<file path="config.mk">
export PLATFORM = sky130hd
export DESIGN_NAME = irqe_top
export DESIGN_NICKNAME = d
export VERILOG_FILES = /design/src/hw/irqe_pkg.sv /design/src/hw/irqe_axil_slave.sv /design/src/hw/irqe_err_flags.sv /design/src/hw/irqe_top.sv
export VERILOG_INCLUDE_DIRS = /design/src /design/src/hw
export SDC_FILE = /design/constraint.sdc
export NUM_CORES = 1
export LEC_CHECK = 0
export BUFFER_PORTS_ARGS = -buffer_cell sky130_fd_sc_hd__buf_2
export CAP_MARGIN = 5
export CELL_PAD_IN_SITES_DETAIL_PLACEMENT = 1
export CELL_PAD_IN_SITES_GLOBAL_PLACEMENT = 1
export CORE_UTILIZATION = 26
export CTS_BUF_LIST = sky130_fd_sc_hd__clkbuf_4 sky130_fd_sc_hd__clkbuf_8
export CTS_CLUSTER_DIAMETER = 30
export DETAILED_ROUTE_END_ITERATION = 7
export PLACE_DENSITY = 0.73
export SKIP_CTS_REPAIR_TIMING = 1
export SLEW_MARGIN = 20
export SYNTH_ARGS = -nofsm -noshare
export SYNTH_HDL_FRONTEND = slang
export SYNTH_HIERARCHICAL = 1
export SYNTH_SLANG_ARGS = --single-unit
</file>
<file path="constraint.sdc">
create_clock -name aclk -period 1.7 [get_ports aclk]
set_clock_uncertainty 0.05 [all_clocks]
set_input_delay 0.17 -clock aclk [delete_from_list [all_inputs] [get_ports aclk]]
set_output_delay 0.17 -clock aclk [all_outputs]
set_load 0.005 [all_outputs]
</file>
<file path="src/hw/irqe_defines.svh">
`ifndef IRQE_DEFINES_SVH
`define IRQE_DEFINES_SVH
// Operation
// - Bit 7 selects set or clear of 5..0
// - Bit 6 shows any enabled active request
// - Card found sets bit 5
// - Timer underflows set bits 4..0 in order
// - Inversion bit inverts interrupt pin
// - First enable bits gate first request flags
// - Second enable bits gate card, timer flags
// - Drive select: push-pull or open-drain pin
// - Pin gate lets global request reach pin
// - Bit 7 marks failed last memory command
// - Queue write in busy states sets bit 6
// - New command clears queue write fault
// - Multi-frame: clear after error flags stored
// - Write to full queue sets bit 5
// - After overflow, further writes are discarded
// - Queue, framing or parity fault sets summary
// - Send with empty queue sets bit 3
// - Framing fault sets bit 1, stops receive
// - Parity/CRC fault sets bit 0, receive continues

// ****************************************
// Register indices, byte address is four times
// ****************************************
`define IRQE_IDX_REQ0 8'h06
`define IRQE_IDX_REQ1 8'h07
`define IRQE_IDX_EN0 8'h08
`define IRQE_IDX_EN1 8'h09
`define IRQE_IDX_ERR 8'h0A

// ****************************************
// Field positions
// ****************************************
`define IRQE_SETCLR_BIT 7
`define IRQE_ANY_BIT 6
`define IRQE_INV_BIT 7
`define IRQE_DRIVE_BIT 7
`define IRQE_PINGATE_BIT 6
`define IRQE_FAULT_SUM_BIT 1
`define IRQE_ERR_NVM 7
`define IRQE_ERR_QWR 6
`define IRQE_ERR_OVL 5
`define IRQE_ERR_SHORT 4
`define IRQE_ERR_EMPTY 3
`define IRQE_ERR_COLL 2
`define IRQE_ERR_FRAME 1
`define IRQE_ERR_PARITY 0

// ****************************************
// Reset values and bus answers
// ****************************************
`define IRQE_RST_REG 8'h00
`define IRQE_RESP_OKAY 2'h0
`define IRQE_RESP_SLVERR 2'h2
`endif

</file>
<file path="src/hw/irqe_pkg.sv">
package irqe_pkg;
  // Decoded register write from the bus slave
  typedef struct packed {
    logic [7:0] idx;
    logic [7:0] data;
  } irqe_wr_s;

  // Events from the transceiver, queue and memory logic
  typedef struct packed {
    logic nvm_done;
    logic nvm_fail;
    logic cmd_start;
    logic rx_phase_start;
    logic crc_sending;
    logic rx_busy;
    logic auth_active;
    logic multi_frame_receive;
    logic err_stored;
    logic send_req;
    logic fifo_empty;
    logic fifo_full;
    logic framing_fault;
    logic parity_crc_fault;
    logic short_frame_fault;
    logic collision_seen;
  } irqe_fault_ev_s;

  typedef enum logic [1:0] {
    WR_IDLE,
    WR_HAVE_AW,
    WR_HAVE_W,
    WR_RESP
  } irqe_wr_state_e;
endpackage

</file>
<file path="src/hw/irqe_axil_slave.sv">
`include "irqe_defines.svh"
module irqe_axil_slave import irqe_pkg::*; #(
  parameter int ADDR_W = 8
) (
  // Clock and reset
  input wire logic aclk,
  input wire logic aresetn,
  // Write address and data
  input wire logic [ADDR_W-1:0] awaddr,
  input wire logic awvalid,
  output logic awready,
  input wire logic [31:0] wdata,
  input wire logic [3:0] wstrb,
  input wire logic wvalid,
  output logic wready,
  // Write response
  output logic [1:0] bresp,
  output logic bvalid,
  input wire logic bready,
  // Read address and data
  input wire logic [ADDR_W-1:0] araddr,
  input wire logic arvalid,
  output logic arready,
  output logic [31:0] rdata,
  output logic [1:0] rresp,
  output logic rvalid,
  input wire logic rready,
  // Register side
  output logic reg_wr,
  output irqe_wr_s reg_wr_cmd,
  input wire logic reg_wr_hit,
  output logic [7:0] reg_rd_idx,
  input wire logic [7:0] reg_rd_data,
  input wire logic reg_rd_hit
);
  if (ADDR_W < 6 || ADDR_W > 10) begin : g_chk
    $error("ADDR_W must be 6 to 10");
  end

  irqe_wr_state_e state_ff, nxt_state;
  logic have_w_ff;
  logic [7:0] waddr_ff;
  logic [7:0] wdata_ff;
  logic wlane_ff;
  logic [1:0] bresp_ff;
  logic [31:0] rdata_ff;
  logic [1:0] rresp_ff;
  logic rvalid_ff;

  wire aw_take = awvalid && awready;
  wire w_take = wvalid && wready;
  wire ar_take = arvalid && arready;
  wire [7:0] aw_idx = 8'(awaddr >> 2);
  // Both halves held: commit cycle, no second data word taken
  wire both_in = (state_ff == WR_HAVE_AW) && have_w_ff;

  assign awready = (state_ff == WR_IDLE) || (state_ff == WR_HAVE_W);
  assign wready = (state_ff == WR_IDLE) || ((state_ff == WR_HAVE_AW) && !have_w_ff);
  assign bvalid = (state_ff == WR_RESP);
  assign bresp = bresp_ff;
  // Write fires once both halves are in; byte lane 0 carries the register
  assign reg_wr = both_in && wlane_ff;
  assign reg_wr_cmd = '{idx: waddr_ff, data: wdata_ff};
  assign arready = !rvalid_ff;
  assign rvalid = rvalid_ff;
  assign rdata = rdata_ff;
  assign rresp = rresp_ff;
  assign reg_rd_idx = 8'(araddr >> 2);

  always_comb begin
    nxt_state = state_ff;
    case (state_ff)
      WR_IDLE: begin
        if (aw_take) nxt_state = WR_HAVE_AW;
        else if (w_take) nxt_state = WR_HAVE_W;
      end
      WR_HAVE_AW: if (have_w_ff) nxt_state = WR_RESP;
      WR_HAVE_W: if (aw_take) nxt_state = WR_HAVE_AW;
      WR_RESP: if (bready) nxt_state = WR_IDLE;
      default: nxt_state = WR_IDLE;
    endcase
  end

  always_ff @(posedge aclk) begin
    if (!aresetn) begin
      state_ff <= WR_IDLE;
      have_w_ff <= 1'b0;
    end else begin
      state_ff <= nxt_state;
      if (both_in) have_w_ff <= 1'b0;
      else if (w_take) have_w_ff <= 1'b1;
    end
  end

  always_ff @(posedge aclk) begin
    if (!aresetn) begin
      waddr_ff <= 8'h00;
      wdata_ff <= 8'h00;
      wlane_ff <= 1'b0;
      bresp_ff <= `IRQE_RESP_OKAY;
    end else begin
      if (aw_take) waddr_ff <= aw_idx;
      if (w_take) wdata_ff <= wdata[7:0];
      if (w_take) wlane_ff <= wstrb[0];
      if (both_in) bresp_ff <= reg_wr_hit ? `IRQE_RESP_OKAY : `IRQE_RESP_SLVERR;
    end
  end

  always_ff @(posedge aclk) begin
    if (!aresetn) begin
      rvalid_ff <= 1'b0;
      rdata_ff <= 32'h0000_0000;
      rresp_ff <= `IRQE_RESP_OKAY;
    end else if (ar_take) begin
      rvalid_ff <= 1'b1;
      rdata_ff <= {24'h00_0000, reg_rd_data};
      rresp_ff <= reg_rd_hit ? `IRQE_RESP_OKAY : `IRQE_RESP_SLVERR;
    end else if (rready) begin
      rvalid_ff <= 1'b0;
    end
  end
endmodule

</file>
<file path="src/hw/irqe_err_flags.sv">
`include "irqe_defines.svh"
module irqe_err_flags import irqe_pkg::*; (
  // Clock and reset
  input wire logic aclk,
  input wire logic aresetn,
  // Events
  input wire irqe_fault_ev_s ev,
  input wire logic fifo_wr,
  // Status
  output logic [7:0] err_flags,
  output logic fifo_wr_accept,
  output logic stop_receive
);
  logic [7:0] flags_ff;
  logic [7:0] set_v;
  logic [7:0] clr_v;

  wire qwr_set = fifo_wr && (ev.crc_sending || ev.rx_busy || ev.auth_active);
  // Clear point depends on multi-frame mode
  wire qwr_clr = ev.multi_frame_receive ? ev.err_stored : ev.cmd_start;

  always_comb begin
    set_v = 8'h00;
    clr_v = 8'h00;
    set_v[`IRQE_ERR_QWR] = qwr_set;
    clr_v[`IRQE_ERR_QWR] = qwr_clr;
    set_v[`IRQE_ERR_OVL] = fifo_wr && ev.fifo_full;
    clr_v[`IRQE_ERR_OVL] = ev.cmd_start;
    set_v[`IRQE_ERR_EMPTY] = ev.send_req && ev.fifo_empty;
    clr_v[`IRQE_ERR_EMPTY] = ev.cmd_start;
    set_v[`IRQE_ERR_FRAME] = ev.framing_fault;
    clr_v[`IRQE_ERR_FRAME] = ev.rx_phase_start;
    set_v[`IRQE_ERR_PARITY] = ev.parity_crc_fault;
    clr_v[`IRQE_ERR_PARITY] = ev.rx_phase_start;
    set_v[`IRQE_ERR_SHORT] = ev.short_frame_fault;
    clr_v[`IRQE_ERR_SHORT] = ev.rx_phase_start;
    set_v[`IRQE_ERR_COLL] = ev.collision_seen;
    clr_v[`IRQE_ERR_COLL] = ev.rx_phase_start;
  end

  always_ff @(posedge aclk) begin
    if (!aresetn) begin
      flags_ff <= `IRQE_RST_REG;
    end else begin
      // Set wins over a clear in the same cycle
      flags_ff[6:0] <= set_v[6:0] | (flags_ff[6:0] & ~clr_v[6:0]);
      // Tracks the most recent memory command
      if (ev.nvm_done) flags_ff[`IRQE_ERR_NVM] <= ev.nvm_fail;
    end
  end

  assign err_flags = flags_ff;
  assign fifo_wr_accept = !ev.fifo_full && !flags_ff[`IRQE_ERR_OVL];
  assign stop_receive = ev.framing_fault;
endmodule

</file>
<file path="src/hw/irqe_top.sv">
// Implementation choice: register access over AXI4-Lite.
`include "irqe_defines.svh"
module irqe_top import irqe_pkg::*; #(
  parameter int ADDR_W = 8,
  parameter int NUM_TIMERS = 5
) (
  // Clock and reset
  input wire logic aclk,
  input wire logic aresetn,
  // AXI4-Lite write address and data
  input wire logic [ADDR_W-1:0] s_axi_awaddr,
  input wire logic s_axi_awvalid,
  output logic s_axi_awready,
  input wire logic [31:0] s_axi_wdata,
  input wire logic [3:0] s_axi_wstrb,
  input wire logic s_axi_wvalid,
  output logic s_axi_wready,
  // AXI4-Lite write response
  output logic [1:0] s_axi_bresp,
  output logic s_axi_bvalid,
  input wire logic s_axi_bready,
  // AXI4-Lite read
  input wire logic [ADDR_W-1:0] s_axi_araddr,
  input wire logic s_axi_arvalid,
  output logic s_axi_arready,
  output logic [31:0] s_axi_rdata,
  output logic [1:0] s_axi_rresp,
  output logic s_axi_rvalid,
  input wire logic s_axi_rready,
  // First group events, one-cycle pulses
  input wire logic high_level_ev,
  input wire logic low_level_ev,
  input wire logic cmd_done_ev,
  input wire logic send_done_ev,
  input wire logic receive_done_ev,
  input wire logic frame_start_ev,
  // Second group events, one-cycle pulses
  input wire logic card_found_ev,
  input wire logic [NUM_TIMERS-1:0] tmr_underflow_ev,
  // Fault events and queue writes
  input wire irqe_fault_ev_s fault_ev,
  input wire logic fifo_wr,
  output logic fifo_wr_accept,
  output logic stop_receive,
  // Interrupt pin
  output logic irq_pin_o,
  output logic irq_pin_oe
);
  if (NUM_TIMERS < 1 || NUM_TIMERS > 5) begin : g_chk
    $error("NUM_TIMERS must be 1 to 5");
  end

  // ****************************************
  // Register bus
  // ****************************************
  logic reg_wr;
  irqe_wr_s reg_wr_cmd;
  logic [7:0] reg_rd_idx;
  logic [7:0] reg_rd_data;
  logic reg_rd_hit;
  logic reg_wr_hit;

  irqe_axil_slave #(
    .ADDR_W(ADDR_W)
  ) u_bus (
    .aclk(aclk),
    .aresetn(aresetn),
    .awaddr(s_axi_awaddr),
    .awvalid(s_axi_awvalid),
    .awready(s_axi_awready),
    .wdata(s_axi_wdata),
    .wstrb(s_axi_wstrb),
    .wvalid(s_axi_wvalid),
    .wready(s_axi_wready),
    .bresp(s_axi_bresp),
    .bvalid(s_axi_bvalid),
    .bready(s_axi_bready),
    .araddr(s_axi_araddr),
    .arvalid(s_axi_arvalid),
    .arready(s_axi_arready),
    .rdata(s_axi_rdata),
    .rresp(s_axi_rresp),
    .rvalid(s_axi_rvalid),
    .rready(s_axi_rready),
    .reg_wr(reg_wr),
    .reg_wr_cmd(reg_wr_cmd),
    .reg_wr_hit(reg_wr_hit),
    .reg_rd_idx(reg_rd_idx),
    .reg_rd_data(reg_rd_data),
    .reg_rd_hit(reg_rd_hit)
  );

  function automatic logic idx_mapped(input logic [7:0] idx);
    idx_mapped = (idx == `IRQE_IDX_REQ0) || (idx == `IRQE_IDX_REQ1) || (idx == `IRQE_IDX_EN0) ||
                 (idx == `IRQE_IDX_EN1) || (idx == `IRQE_IDX_ERR);
  endfunction

  // Set or clear of one flag by a qualified write
  function automatic logic flag_next(input logic cur, input logic ev, input logic wr_sel,
                                     input logic wr_bit, input logic set_mode);
    logic hit;
    hit = wr_sel && wr_bit;
    if (ev) flag_next = 1'b1;
    else if (hit) flag_next = set_mode;
    else flag_next = cur;
  endfunction

  assign reg_wr_hit = idx_mapped(reg_wr_cmd.idx);
  assign reg_rd_hit = idx_mapped(reg_rd_idx);

  wire wr_req0 = reg_wr && (reg_wr_cmd.idx == `IRQE_IDX_REQ0);
  wire wr_req1 = reg_wr && (reg_wr_cmd.idx == `IRQE_IDX_REQ1);
  wire wr_en0 = reg_wr && (reg_wr_cmd.idx == `IRQE_IDX_EN0);
  wire wr_en1 = reg_wr && (reg_wr_cmd.idx == `IRQE_IDX_EN1);
  // Bit 7 selects set or clear
  wire set_mode = reg_wr_cmd.data[`IRQE_SETCLR_BIT];

  // ****************************************
  // Fault flags
  // ****************************************
  logic [7:0] err_flags;

  irqe_err_flags u_err (
    .aclk(aclk),
    .aresetn(aresetn),
    .ev(fault_ev),
    .fifo_wr(fifo_wr),
    .err_flags(err_flags),
    .fifo_wr_accept(fifo_wr_accept),
    .stop_receive(stop_receive)
  );

  // Summary from queue, framing and parity faults
  wire fault_any = err_flags[`IRQE_ERR_QWR] || err_flags[`IRQE_ERR_OVL] || err_flags[`IRQE_ERR_FRAME] ||
                   err_flags[`IRQE_ERR_EMPTY] || err_flags[`IRQE_ERR_PARITY];

  // ****************************************
  // Request flags
  // ****************************************
  logic [6:0] req0_ff;
  logic [5:0] req1_ff;
  logic [7:0] en0_ff;
  logic [7:0] en1_ff;
  logic any_request_flag_ff;
  logic [6:0] ev0;
  logic [5:0] ev1;
  logic [6:0] nxt_req0;
  logic [5:0] nxt_req1;

  assign ev0 = {high_level_ev, low_level_ev, cmd_done_ev, send_done_ev, receive_done_ev, fault_any,
                frame_start_ev};
  assign ev1[5] = card_found_ev;

  // Timer n lands in bit n
  for (genvar t = 0; t < 5; t++) begin : g_tmr
    if (t < NUM_TIMERS) begin : g_on
      assign ev1[t] = tmr_underflow_ev[t];
    end else begin : g_off
      assign ev1[t] = 1'b0;
    end
  end

  // Hardware events win over a software clear in the same cycle
  for (genvar i = 0; i < 7; i++) begin : g_req0
    assign nxt_req0[i] = flag_next(req0_ff[i], ev0[i], wr_req0, reg_wr_cmd.data[i], set_mode);
  end

  // Written ones in 5..0 follow bit 7
  for (genvar i = 0; i < 6; i++) begin : g_req1
    assign nxt_req1[i] = flag_next(req1_ff[i], ev1[i], wr_req1, reg_wr_cmd.data[i], set_mode);
  end

  wire [6:0] gated0 = req0_ff & en0_ff[6:0];
  wire [5:0] gated1 = req1_ff & en1_ff[5:0];
  // OR of gated flags every clock
  wire nxt_any_request_flag = (|gated0) || (|gated1);

  always_ff @(posedge aclk) begin
    if (!aresetn) begin
      req0_ff <= 7'h00;
      req1_ff <= 6'h00;
    end else begin
      req0_ff <= nxt_req0;
      req1_ff <= nxt_req1;
    end
  end

  always_ff @(posedge aclk) begin
    if (!aresetn) begin
      en0_ff <= `IRQE_RST_REG;
      en1_ff <= `IRQE_RST_REG;
    end else begin
      if (wr_en0) en0_ff <= reg_wr_cmd.data;
      if (wr_en1) en1_ff <= reg_wr_cmd.data;
    end
  end

  always_ff @(posedge aclk) begin
    if (!aresetn) any_request_flag_ff <= 1'b0;
    else any_request_flag_ff <= nxt_any_request_flag;
  end

  // ****************************************
  // Interrupt pin
  // ****************************************
  // Pin gate
  wire pin_output_gate = en1_ff[`IRQE_PINGATE_BIT];
  wire pin_level = (any_request_flag_ff && pin_output_gate) ^ en0_ff[`IRQE_INV_BIT];
  wire pin_drive_select = en1_ff[`IRQE_DRIVE_BIT];

  // Open-drain drives only the low level
  always_ff @(posedge aclk) begin
    if (!aresetn) begin
      irq_pin_o <= 1'b0;
      irq_pin_oe <= 1'b1;
    end else begin
      irq_pin_o <= pin_drive_select ? pin_level : 1'b0;
      irq_pin_oe <= pin_drive_select || !pin_level;
    end
  end

  // ****************************************
  // Read mux
  // ****************************************
  wire sel_req0 = (reg_rd_idx == `IRQE_IDX_REQ0);
  wire sel_req1 = (reg_rd_idx == `IRQE_IDX_REQ1);
  wire sel_en0 = (reg_rd_idx == `IRQE_IDX_EN0);
  wire sel_en1 = (reg_rd_idx == `IRQE_IDX_EN1);
  wire sel_err = (reg_rd_idx == `IRQE_IDX_ERR);
  // Set-mode bit is write-only and reads as zero
  wire [7:0] req1_view = {1'b0, any_request_flag_ff, req1_ff};

  assign reg_rd_data = sel_req0 ? {1'b0, req0_ff} :
                       sel_req1 ? req1_view :
                       sel_en0 ? en0_ff :
                       sel_en1 ? en1_ff :
                       sel_err ? err_flags : 8'h00;
endmodule

</file>
==> flow_summary_export.csv <==
group,metric,value,unit
die,io_pins,133,
pwr,ir_drop,0.522,mV
yosys,synth_top_family_by_area,"compound AO/OA/AOI/OAI gates",
critical_path,worst-path-max-fanout,16,
clock_network,insertion_delay,360,ps
yosys,synth_xor_area_frac,0,
yosys,syn_inst,418,
pwr,p_clk_frac,0.284,
sta,fin_hold_ws,-6.01,ps
sta,fin_crit_sh,1.02,
yosys,synth_compound_area_frac,0.232,
yosys,synth_top_area_share,0.373,
die,die_x,121,um
cells_and_area,final_nets,592,
pwr,combPwrFrac,0.306,
pwr,power.total,4.80,mW
critical_path,rrSetupSlack,-40,ps
place,io_buffers,75,
critical_path,worstPathArrival,1880,ps
critical_path,r2r_cells,7,
clock_network,clk_path_buf_depth,2,
yosys,synthAdderAreaFrac,0.0169,
global_routing,first_global_vias,3274,
yosys,synth-edff-count,0,
clock_network,cts_buffers,9,
pwr,p_int,3.20,mW
clock_network,cts_sinks,69,
min_path,holdCritPathClass,"primary input to register",
cells_and_area,fin_cells,684,
cells_and_area,syn_to_final_growth,28.8,%
yosys,synth_async_sr_flop_share,0,
critical_path,r2r_start,"u_bus/state_ff[1]$_SDFFE_PN0P_",
die,rows,43,
sta,setup_violations,9,
sta,tightestPinTransition,1050,ps
critical_path,slowest_delay,340,ps
clock_network,cts.clk_slew.worst_paths,80,ps
pwr,p_per_area,1010,nW/um2
cells_and_area,drive_above_1_share,0.331,
place,routabilityCongestion,0.808,
pwr,p_leak,1.88,nW
critical_path,required,1840,ps
sta,fmax,575,MHz
sta,layout_min_cycle_time,1740,ps
pwr,seqPwrFrac,0.411,
place,dpl.hpwl,7.99,mm
die,coreArea,13900,um2
cells_and_area,mostFrequentLayoutCells,"74 x buf_2, 67 x dfxtp_1, 39 x a21oi_1",
run_status,violations,"hold timing, setup timing",
die,initial_utilization,0.267,
yosys,synth-simple-area-share,0.152,
sta,maxSlewViolCount,0,
die,die-area,14700,um2
global_routing,antenna_found_initial,0,
cells_and_area,finish.instance_area,4770,um2
run_status,outcome,"finished with violations",
sta,fin_ws,-40.0,ps
place,dp_cells,655,
yosys,avgSynthCellArea,8.87,um2
clock_network,cts_tree,"built",
global_routing,gr-usage-all-layers,0.143,
global_routing,grt_pass1_wl,16.1,mm
yosys,ys_types,60,
routing,via_per_inst,4.99,
routing,drtPass1Iterations,4,
yosys,post-synth-top-area-cell,"dfxtp_1",
critical_path,crit_slowest_cell,"dfxtp_2",
yosys,synth_area_leaders,"dfxtp_1 37%, mux2i_1 8.6%, buf_4 7.5%, a21oi_1 5.7%, o31ai_1 3.2%",
die,die_y,121,um
global_routing,grt_max_degree,31,
critical_path,cp-startpoint,"u_bus/state_ff[1]$_SDFFE_PN0P_",
yosys,ys.flop_type,"dfxtp_1",
routing,drc,0,
pwr,p_switching,1.60,mW
clock_network,h-tree-depth,3,
cells_and_area,n_antenna_cell,0,
critical_path,critPathKind,"register to register",
routing,drt_wl_total,11.4,mm
critical_path,cp-end-kind,"register",
clock_network,root_buffer,"clkbuf_8",
sta,hold_violations,4,
routing,wl_per_cell,16.7,um
critical_path,reg2reg_to,"en0_ff[6]$_SDFFE_PN0P_",
pwr,swShare,0.333,
routing,ant_nets,0,
critical_path,critical_path.endpoint,"en0_ff[6]$_SDFFE_PN0P_",
routing,drt_iter0_markers,252,
yosys,netlist_area,3710,um2
cells_and_area,nFillCells,1643,
yosys,synth.ff_latch_count,69,
yosys,ys_seq_area_frac,0.373,
sta,fin_tns_setup,-146,ps
sta,grt_setup_unrepaired,"true",
yosys,synth_warnings,6,
routing,vias,3411,
global_routing,grt_overflow_total,0,
run,maxCapViolCount,0,
cells_and_area,layout.cells.most_common,"buf_2",
place,placed_area,4200,um2
critical_path,worstPathCellList,"inv_4, ha_4, and3_2, nand4bb_1, buf_4, o31ai_1, a21oi_1",
critical_path,crit_path_start_kind,"register",
sta,maxSlewHeadroom,0.302,
yosys,synth_mux_area_frac,0.0935,
==> routing by layer <==
layer | global-route usage | share of wire | vias to the layer above
met5 | 0 | 0 | -
met4 | 0.0478 | 0.019 | 0
met3 | 0.0390 | 0.056 | 18
met2 | 0.228 | 0.47 | 120
met1 | 0.184 | 0.45 | 1636
li1 | - | - | 1637
==> metrics by stage <==
| stage | setup WS (ps) | utilization | hold slack (ps) |
|---|---|---|---|
| 3_5_place_dp | -92.3 | 0.302 | 328 |
| 4_1_cts | -217 | 0.317 | -60.4 |
| 2_1_floorplan | 19.3 | - | 219 |
| 3_3_place_gp | -5.97 | 0.302 | 314 |
| 6_report | -40.0 | 0.344 | -6.01 |
| 5_1_grt | -125 | 0.344 | -10.1 |
==> cell type report <==
type,count,area [um2],area share
Timing Repair Buffer,107,686,0.144
Inverter,16,62.6,0.0131
Sequential cell,69,1390,0.290
Clock buffer,10,138,0.0288
Tap cell,180,225,0.0472
Multi-Input combinational cell,296,2210,0.464
Clock inverter,6,62.6,0.0131
==> registers in the layout (all words and copies together) (netlist names) <==
signal	cells
u_bus/rresp	1
u_bus/rdata	8
req0_ff	7
irq_pin_o	1
any_request_flag_ff	1
u_bus/waddr_ff	6
req1_ff	6
u_bus/state_ff	2
u_bus/rvalid	1
u_bus/wlane_ff	1
u_bus/have_w_ff	1
en1_ff	8
irq_pin_oe	1
u_bus/wdata_ff	8
u_err/err_flags	8
en0_ff	8
u_bus/bresp	1
==> critical path, delay by kind of cell (launching register included) <==
family | cells | cell delay, ps
buf+inv | 2 | 280
simple gates | 2 | 340
fa+ha+maj | 1 | 140
compound gates | 2 | 420
flops | 1 | 340
==> cell usage after synthesis, types with 2 or more instances <==
library cell and number:
inv_1 15, and3_1 2, a21oi_1 42, nor4_1 2, o21a_1 5, a211oi_1 2, a2bb2oi_1 7, nand2b_1 6
o41ai_1 12, o21ai_0 2, a21boi_0 3, o22ai_1 6, a22oi_1 3, a31oi_1 2, mux2i_1 32, ha_1 5
buf_1 5, nand4_1 17, nor2_1 21, o31ai_1 16, and3b_1 2, buf_2 9, nand2_1 24, a41oi_1 12
or2_2 2, nand3b_1 5, nor2b_1 8, clkbuf_1 13, dfxtp_1 69, buf_6 3, buf_4 37
==> power by group through the flow <==
stage	Sequential, mW	Clock (mW)	Combinational [mW]
global route	1.99	1.46	1.60
CTS	1.92	1.40	1.24
detailed placement	1.96	0	1.23
global placement	1.94	0	1.15
finish	1.97	1.36	1.47
floorplan	1.90	0	0.860
==> logic make-up after synthesis <==
group                    after synthesis
other                                  1
flip-flops                            69
buffers and inverters                 84
adder cells (fa/ha/maj)                5
multiplexers                          34
AO/OA/AOI/OAI                        123
AND/OR/NAND/NOR                      102
==> how the worst min path moves through the flow <==
stage / start / to / depth (start not counted)
2_1_floorplan: s_axi_rready / u_bus/rvalid$_SDFFE_PN0P_ / 1
3_3_place_gp: s_axi_rready / u_bus/rvalid$_SDFFE_PN0P_ / 2
3_5_place_dp: s_axi_rready / u_bus/rvalid$_SDFFE_PN0P_ / 2
4_1_cts: s_axi_rready / u_bus/rvalid$_SDFFE_PN0P_ / 2
5_1_grt: s_axi_wdata[6] / u_bus/wdata_ff[6]$_SDFFE_PN0P_ / 3
6_report: s_axi_wdata[0] / u_bus/wdata_ff[0]$_SDFFE_PN0P_ / 3
No activity file was read; power rests on OpenSTA's default activity.
